$ cat config.mk
export PLATFORM = sky130hd
export DESIGN_NAME = serial_port_config_reg
export DESIGN_NICKNAME = d
export VERILOG_FILES = /design/src/common/serial_port_config_pkg.sv /design/src/pin_sync.sv /design/src/serial_port_config_reg.sv
export SDC_FILE = /design/constraint.sdc
export NUM_CORES = 1
export LEC_CHECK = 0
export CORE_MARGIN = 5
export CORE_UTILIZATION = 40
export DETAILED_ROUTE_END_ITERATION = 16
export DONT_BUFFER_PORTS = 1
export SLEW_MARGIN = 20
export SYNTH_ARGS = -nofsm -noshare
export SYNTH_HDL_FRONTEND = slang
export SYNTH_SLANG_ARGS = --single-unit
$ cat constraint.sdc
create_clock -name clk -period 3.1 [get_ports clk]
set_input_delay 0 -clock clk [delete_from_list [all_inputs] [get_ports clk]]
set_output_delay 0 -clock clk [all_outputs]
set_load 0.005 [all_outputs]
$ cat src/common/serial_port_config_pkg.sv
// Constants for the serial control port and its configuration register.
// Assumes a byte-wide register space reached over a 3-wire or 4-wire serial link.
package serial_port_config_pkg;

	// ----------------------------------------------------------------
	// Frame layout
	// ----------------------------------------------------------------
	localparam int ADDR_W = 15;
	localparam int INSTR_W = 16;
	localparam int BYTE_W = 8;
	localparam logic [3:0] INSTR_LAST = 4'hf;
	localparam logic [3:0] BYTE_LAST = 4'h7;
	localparam logic [3:0] CNT_ZERO = 4'h0;
	localparam logic [3:0] CNT_ONE = 4'h1;
	localparam int RW_BIT = 15;

	// ----------------------------------------------------------------
	// Configuration register
	// ----------------------------------------------------------------
	localparam logic [ADDR_W-1:0] CONFIG_A_ADDR = 15'h0000;
	localparam logic [ADDR_W-1:0] ADDR_STEP = 15'h0001;
	localparam logic [BYTE_W-1:0] CONFIG_A_RESET = 8'h00;
	localparam logic [BYTE_W-1:0] READ_ZERO = 8'h00;
	localparam int SOFT_RESET_BIT = 7;
	localparam int LSB_FIRST_BIT = 6;
	localparam int ADDR_ASCEND_BIT = 5;
	localparam int SDO_ACTIVE_BIT = 4;
	localparam int SDO_ACTIVE_MIRROR = 3;
	localparam int ADDR_ASCEND_MIRROR = 2;
	localparam int LSB_FIRST_MIRROR = 1;
	localparam int SOFT_RESET_MIRROR = 0;

	typedef enum logic {
		PH_INSTR,
		PH_DATA
	} phase_t;

endpackage

$ cat src/pin_sync.sv
// Two-stage synchroniser for one asynchronous pin.
// Assumes the pin is quasi-static compared with clk; the first stage feeds only the second.
`timescale 1ns/1ns
`default_nettype none
module pin_sync (
	// Clock and reset
	input wire logic clk,
	input wire logic rst_n,
	// Pin and its synchronised copy
	input wire logic pin,
	input wire logic idle_level,
	output var logic synced
);
	logic meta_q;

	always_ff @(posedge clk) begin
		// Resetting to the pin's idle level keeps a false select or edge from following reset.
		if (!rst_n) begin
			meta_q <= idle_level;
			synced <= idle_level;
		end else begin
			meta_q <= pin;
			synced <= meta_q;
		end
	end
endmodule // pin_sync
`default_nettype wire

$ cat src/serial_port_config_reg.sv
// Serial control port slave holding the port configuration register.
// Assumes sclk, cs_n and sdio come from pins and are far slower than clk.
`timescale 1ns/1ns
`default_nettype none
// Operation
// RULE1: Writing bit 7 resets the device and starts a profile download when enabled.
// RULE2: Bit 6 picks bit order, one LSB first, zero MSB first.
// RULE3: Bit 5 set makes the address increment after each multibyte byte.
// RULE4: Bit 5 clear, the default, makes the address decrement after each byte.
// RULE5: Bit 4 set uses separate SDO; clear returns read data on the shared line.
// RULE6: Bits 3 to 0 mirror bits 7 to 4; effective value is their OR.
// RULE7: Mirror pairs are 3 with 4, 2 with 5, 1 with 6, 0 with 7.
// RULE8: The configuration register is never part of a saved EEPROM profile.
// RULE9: The soft reset bit clears itself once the reset has taken effect.
module serial_port_config_reg (
	// Clock and reset
	input wire logic clk,
	input wire logic rst_n,
	// Serial link pins
	input wire logic sclk,
	input wire logic cs_n,
	input wire logic sdio_in,
	output var logic sdio_out,
	output var logic sdio_oe,
	output var logic sdo,
	output var logic sdo_oe,
	// Effective port settings
	output var logic lsb_first,
	output var logic addr_ascend,
	output var logic four_wire,
	// Device reset and profile download
	input wire logic profile_enable,
	output var logic soft_reset,
	output var logic profile_load,
	// Profile save read-out
	input wire logic save_rd,
	input wire logic [serial_port_config_pkg::ADDR_W-1:0] save_addr,
	output var logic [serial_port_config_pkg::BYTE_W-1:0] save_data,
	output var logic save_skip
);
	// ----------------------------------------------------------------
	// Pin synchronisers and edge detection
	// ----------------------------------------------------------------
	logic s_sclk;
	logic s_cs_n;
	logic s_sdio;
	logic sclk_prev_q;

	pin_sync u_sync_sclk (.clk(clk), .rst_n(rst_n), .pin(sclk), .idle_level(1'b0),
		.synced(s_sclk));
	pin_sync u_sync_cs (.clk(clk), .rst_n(rst_n), .pin(cs_n), .idle_level(1'b1),
		.synced(s_cs_n));
	pin_sync u_sync_sdio (.clk(clk), .rst_n(rst_n), .pin(sdio_in), .idle_level(1'b0),
		.synced(s_sdio));

	always_ff @(posedge clk) begin
		if (!rst_n) begin
			sclk_prev_q <= 1'b0;
		end else begin
			sclk_prev_q <= s_sclk;
		end
	end

	wire sel = ~s_cs_n;
	wire rise = sel & s_sclk & ~sclk_prev_q;
	wire fall = sel & ~s_sclk & sclk_prev_q;

	// ----------------------------------------------------------------
	// Frame state
	// ----------------------------------------------------------------
	serial_port_config_pkg::phase_t phase_q;
	logic [3:0] cnt_q;
	logic [serial_port_config_pkg::INSTR_W-1:0] instr_q;
	logic [serial_port_config_pkg::BYTE_W-1:0] rx_q;
	logic [serial_port_config_pkg::BYTE_W-1:0] tx_q;
	logic [serial_port_config_pkg::ADDR_W-1:0] addr_q;
	logic rw_q;
	logic [serial_port_config_pkg::BYTE_W-1:0] cfg_q;

	// Shift direction follows the effective bit order for both instruction and data.
	wire [serial_port_config_pkg::INSTR_W-1:0] instr_nx = lsb_first ?
		{s_sdio, instr_q[serial_port_config_pkg::INSTR_W-1:1]} :
		{instr_q[serial_port_config_pkg::INSTR_W-2:0], s_sdio}; // [RULE2]
	wire [serial_port_config_pkg::BYTE_W-1:0] rx_nx = lsb_first ?
		{s_sdio, rx_q[serial_port_config_pkg::BYTE_W-1:1]} :
		{rx_q[serial_port_config_pkg::BYTE_W-2:0], s_sdio}; // [RULE2]
	wire in_instr = phase_q == serial_port_config_pkg::PH_INSTR;
	wire instr_done = rise & in_instr & (cnt_q == serial_port_config_pkg::INSTR_LAST);
	wire byte_done = rise & ~in_instr & (cnt_q == serial_port_config_pkg::BYTE_LAST);
	wire hit = addr_q == serial_port_config_pkg::CONFIG_A_ADDR;
	wire [serial_port_config_pkg::BYTE_W-1:0] rdata =
		hit ? cfg_q : serial_port_config_pkg::READ_ZERO;
	wire [serial_port_config_pkg::ADDR_W-1:0] addr_nx = addr_ascend ?
		addr_q + serial_port_config_pkg::ADDR_STEP :
		addr_q - serial_port_config_pkg::ADDR_STEP; // [RULE3] [RULE4]
	wire rd_act = ~in_instr & rw_q;
	wire [serial_port_config_pkg::BYTE_W-1:0] tx_src =
		(cnt_q == serial_port_config_pkg::CNT_ZERO) ? rdata : tx_q;
	wire tx_bit = lsb_first ? tx_src[0] : tx_src[serial_port_config_pkg::BYTE_W-1]; // [RULE2]
	wire [serial_port_config_pkg::BYTE_W-1:0] tx_sh = lsb_first ?
		{1'b0, tx_src[serial_port_config_pkg::BYTE_W-1:1]} :
		{tx_src[serial_port_config_pkg::BYTE_W-2:0], 1'b0};
	wire wr_cfg = byte_done & ~rw_q & hit;
	// Either copy of the reset bit triggers it, so the pattern works in both bit orders.
	wire rst_req = wr_cfg & (rx_nx[serial_port_config_pkg::SOFT_RESET_BIT] |
		rx_nx[serial_port_config_pkg::SOFT_RESET_MIRROR]); // [RULE1] [RULE7]

	// ----------------------------------------------------------------
	// Frame sequencing
	// ----------------------------------------------------------------
	// Deselect aborts any partial byte; nothing half-received is ever applied.
	always_ff @(posedge clk) begin
		if (!rst_n || !sel) begin
			phase_q <= serial_port_config_pkg::PH_INSTR;
			cnt_q <= serial_port_config_pkg::CNT_ZERO;
		end else if (instr_done || byte_done) begin
			phase_q <= serial_port_config_pkg::PH_DATA;
			cnt_q <= serial_port_config_pkg::CNT_ZERO;
		end else if (rise) begin
			cnt_q <= cnt_q + serial_port_config_pkg::CNT_ONE;
		end
	end

	always_ff @(posedge clk) begin
		if (!rst_n) begin
			instr_q <= '0;
			rx_q <= '0;
			rw_q <= 1'b0;
			addr_q <= '0;
		end else begin
			if (rise && in_instr) instr_q <= instr_nx;
			if (rise && !in_instr) rx_q <= rx_nx;
			if (instr_done) begin
				rw_q <= instr_nx[serial_port_config_pkg::RW_BIT];
				addr_q <= instr_nx[serial_port_config_pkg::ADDR_W-1:0];
			end else if (byte_done) begin
				addr_q <= addr_nx; // [RULE3] [RULE4]
			end
		end
	end

	// ----------------------------------------------------------------
	// Read data driver
	// ----------------------------------------------------------------
	always_ff @(posedge clk) begin
		if (!rst_n || !sel) begin
			tx_q <= '0;
			sdio_out <= 1'b0;
			sdo <= 1'b0;
			sdio_oe <= 1'b0;
			sdo_oe <= 1'b0;
		end else if (fall && rd_act) begin
			tx_q <= tx_sh;
			sdio_out <= tx_bit;
			sdo <= tx_bit;
			sdio_oe <= ~four_wire; // [RULE5]
			sdo_oe <= four_wire; // [RULE5]
		end
	end

	// ----------------------------------------------------------------
	// Configuration register and soft reset
	// ----------------------------------------------------------------
	// A soft reset reloads the default byte, which also drops both reset bits.
	always_ff @(posedge clk) begin
		if (!rst_n || rst_req) begin
			cfg_q <= serial_port_config_pkg::CONFIG_A_RESET; // [RULE9]
		end else if (wr_cfg) begin
			cfg_q <= rx_nx;
		end
	end

	always_ff @(posedge clk) begin
		if (!rst_n) begin
			soft_reset <= 1'b0;
			profile_load <= 1'b0;
			lsb_first <= 1'b0;
			addr_ascend <= 1'b0;
			four_wire <= 1'b0;
		end else begin
			soft_reset <= rst_req; // [RULE1]
			profile_load <= rst_req & profile_enable; // [RULE1]
			lsb_first <= cfg_q[serial_port_config_pkg::LSB_FIRST_BIT] |
				cfg_q[serial_port_config_pkg::LSB_FIRST_MIRROR]; // [RULE6] [RULE7]
			addr_ascend <= cfg_q[serial_port_config_pkg::ADDR_ASCEND_BIT] |
				cfg_q[serial_port_config_pkg::ADDR_ASCEND_MIRROR]; // [RULE6] [RULE7]
			four_wire <= cfg_q[serial_port_config_pkg::SDO_ACTIVE_BIT] |
				cfg_q[serial_port_config_pkg::SDO_ACTIVE_MIRROR]; // [RULE6] [RULE7]
		end
	end

	// ----------------------------------------------------------------
	// Profile save read-out
	// ----------------------------------------------------------------
	// Other blocks answer their own addresses; this one only vetoes the config byte.
	wire save_cfg = save_rd & (save_addr == serial_port_config_pkg::CONFIG_A_ADDR);

	always_ff @(posedge clk) begin
		if (!rst_n) begin
			save_data <= serial_port_config_pkg::READ_ZERO;
			save_skip <= 1'b0;
		end else begin
			save_data <= serial_port_config_pkg::READ_ZERO; // [RULE8]
			save_skip <= save_cfg; // [RULE8]
		end
	end
endmodule // serial_port_config_reg
`default_nettype wire

==> results.json <==
{
  "run_status": "completed",
  "grt_overflow": 0,
  "holdCritPathClass": "in2reg",
  "synth_xor_area_share_pct": 2.15,
  "finalPower_w": 0.00183,
  "die_h_um": 111,
  "diodes": 0,
  "place.detailed.hpwl_um": 6630,
  "cts_resized": 0,
  "setup_viol": 0,
  "place_inst": 598,
  "ys_warn_count": 0,
  "synth_edf_count": 0,
  "cts_tree": "yes",
  "track_usage_pct": 15.7,
  "dr_total_vias": 3446,
  "switchingPower_w": 0.000432,
  "async_flop_share_pct": 0,
  "pwr-share-clk_pct": 40.9,
  "path_cells": "inv_1, ha_1, a21o_1, a21oi_1, a21o_1, nor2_1, a2111oi_0, o21ai_0, and3_1",
  "worstPathArrival_ns": 2.97,
  "power_leakage_nw": 1.56,
  "pwr_density_cell_nw_per_um2": 415,
  "finalCriticalPeriod_ns": 2.73,
  "synthesis.area_sq_um": 4080,
  "cts_inserted_buffers": 9,
  "drt_iter0_drc": 145,
  "die_w_um": 111,
  "grt_pass1_vias": 3363,
  "max_stage_delay_ns": 0.49,
  "area_growth_pct": 7.78,
  "die_area_sq_um": 12300,
  "timing.final.crit_share_pct": 88.2,
  "swShare_pct": 23.7,
  "num_rows": 36,
  "ys_seq_area_share_pct": 37.8,
  "gp_congestion": 0.910,
  "drv_slew": 0,
  "crit_top_cell": "a21o_1",
  "crit_required_ns": 3.34,
  "drt_first_pass_iters": 4,
  "via_per_inst": 5.56,
  "grt_start_max_net_pins": 44,
  "p_comb_share_pct": 4.2,
  "synth_top_family_by_area": "simple AND/OR/NAND/NOR gates",
  "ys_top_cells_by_area": "dfxtp_1, nor2_1, mux2i_1",
  "slew_headroom_pct": 49.7,
  "drt_wl_total_um": 9420,
  "synth-compound-area-share_pct": 20.8,
  "yosysTopAreaCellShare_pct": 37.8,
  "clk_path_buf_depth": 2,
  "cpMaxStageDelayCell": "a2111oi_0",
  "hold_viol_final": 0,
  "grt_setup_unrepaired": "no",
  "internal-power_w": 0.00139,
  "yosys.area_share.adder_pct": 5.09,
  "synth_top_area_cell": "dfxtp_1",
  "clk_pin_slew_ns": 0.09,
  "port_buffers": 0,
  "drive_gt1_share_pct": 6.37,
  "grt_pass1_wl_um": 16300,
  "synth.distinct_cells": 56,
  "core_area_sq_um": 9860,
  "cts_hold_buf": 7,
  "synth-seq-cells": 77,
  "io_pins": 40,
  "end_kind": "flop",
  "final_antenna_net_count": 0,
  "yosys.area_share.simple_pct": 21.5,
  "crit_path_start_kind": "flop",
  "yosys-top-cells-count": "dfxtp_1, nor2_1, a21oi_1, a211oi_1, nand2_1",
  "cts_sinks": 77,
  "fin_nets": 521,
  "muxShareOfSynthArea_pct": 6.90,
  "clock_latency_ns": 0.35,
  "cts_setup_buffers": 0,
  "fmax_mhz": 366,
  "start_util_pct": 41.4,
  "max_cap_viol_count": 0,
  "wl_per_cell_um": 15.2,
  "crit_fanout": 14,
  "worst_pin_slew_ns": 0.754,
  "synth_ff_type": "dfxtp_1",
  "cts-htree-levels": 3,
  "syn_inst": 488,
  "peakVddDrop_v": 0.000251,
  "layout.cells.non_filler": 620,
  "drc": 0,
  "tns_ns": 0,
  "avgSynthCellArea_sq_um": 8.37,
  "fin_util_pct": 44.6,
  "pwr-share-seq_pct": 54.9,
  "antenna_found_initial": 0,
  "critPathKind": "reg2reg",
  "cts_root_buffer": "clkbuf_8",
  "finalClockSkew_ns": 0.0130
}
-- flip-flops by register name (all words and copies together) (netlist names), 4 cells and up --
register / cells
tx_q: 8
addr_q: 15
instr_q: 16
cfg_q: 8
cnt_q: 4
rx_q: 8
-- routing by layer --
| metal | vias to the layer above | share of wire (%) | GRT usage, % |
|---|---|---|---|
| met5 | - | 0 | 0 |
| met2 | 72 | 47 | 25.5 |
| met3 | 10 | 3.4 | 2.46 |
| met1 | 1608 | 48 | 21.3 |
| li1 | 1756 | - | - |
| met4 | 0 | 1.7 | 5.35 |
-- area by class of cell --
| type | count | area (sq um) |
|---|---|---|
| Fill cell | 974 | 5460 |
| Multi-Input combinational cell | 370 | 2330 |
| Sequential cell | 77 | 1540 |
| Tap cell | 133 | 166 |
| Timing Repair Buffer | 16 | 138 |
| Clock buffer | 9 | 124 |
| Clock inverter | 6 | 62.6 |
| Inverter | 9 | 33.8 |
-- layout by cell type, fill, tap and decap left out, types with 2 or more instances in the layout --
master	count
and3_1	6
clkbuf_8	9
clkinv_2	3
or3_1	2
a31oi_1	3
nor3_1	16
conb_1	8
o21bai_1	2
nor2b_1	5
a21oi_1	45
dfxtp_1	76
nor4_1	9
and2_1	9
nand4_1	6
xor2_1	4
nand3_1	5
a221oi_1	13
inv_1	8
o211ai_1	2
nor2_1	77
buf_4	9
ha_1	15
dlygate4sd3_1	7
nand2b_1	6
xnor2_1	6
a22oi_1	3
o21ai_0	10
mux2i_1	27
o21a_1	2
a21o_1	5
a211oi_1	31
nand2_1	30
nor4b_1	2
-- through the flow --
step | hold WS (ns) | cell area, sq um | worst slack (ns)
floorplan | 0.0762 | 4110 | 0.705
global placement | 0.0776 | 4140 | 0.435
detailed placement | 0.0809 | 4140 | 0.413
CTS | 0.135 | 4400 | 0.395
global route | 0.162 | 4400 | 0.0923
finish | 0.137 | 4400 | 0.366
-- power by group through the flow --
stage / Clock, W / Sequential [W] / Combinational (W)
global placement: 0 / 0.00103 / 0.0000663
floorplan: 0 / 0.00102 / 0.0000641
global route: 0.000818 / 0.00100 / 0.0000880
detailed placement: 0 / 0.00103 / 0.0000667
finish: 0.000747 / 0.00100 / 0.0000771
CTS: 0.000764 / 0.00100 / 0.0000766
-- cells by family after synthesis --
logic type | after synthesis
other | 1
flip-flops | 77
AND/OR/NAND/NOR | 180
multiplexers | 28
XOR/XNOR | 10
buffers and inverters | 48
adder cells (fa/ha/maj) | 16
AO/OA/AOI/OAI | 128
-- critical path, delay by kind of cell, from the launching register on --
kind / cells / cell delay, ns
AO/OA/AOI/OAI: 5 / 1.28
adder cells (fa/ha/maj): 1 / 0.39
buffers and inverters: 1 / 0.41
flip-flops: 1 / 0.32
AND/OR/NAND/NOR: 2 / 0.23
-- worst paths after layout --
| kind | startpoint | cells past startpoint | slack [ns] | to |
|---|---|---|---|---|
| worst max-delay path | addr_ascend | 9 | 0.37 | addr_q[7] |
| worst min-delay path | rst_n | 3 | 0.14 | addr_q[11] |
| worst max register to register | addr_ascend | 9 | 0.37 | addr_q[7] |
| worst min register to register | u_sync_cs.meta_q | 1 | 0.41 | u_sync_cs.synced |
No activity file was read; power rests on OpenSTA's default activity.
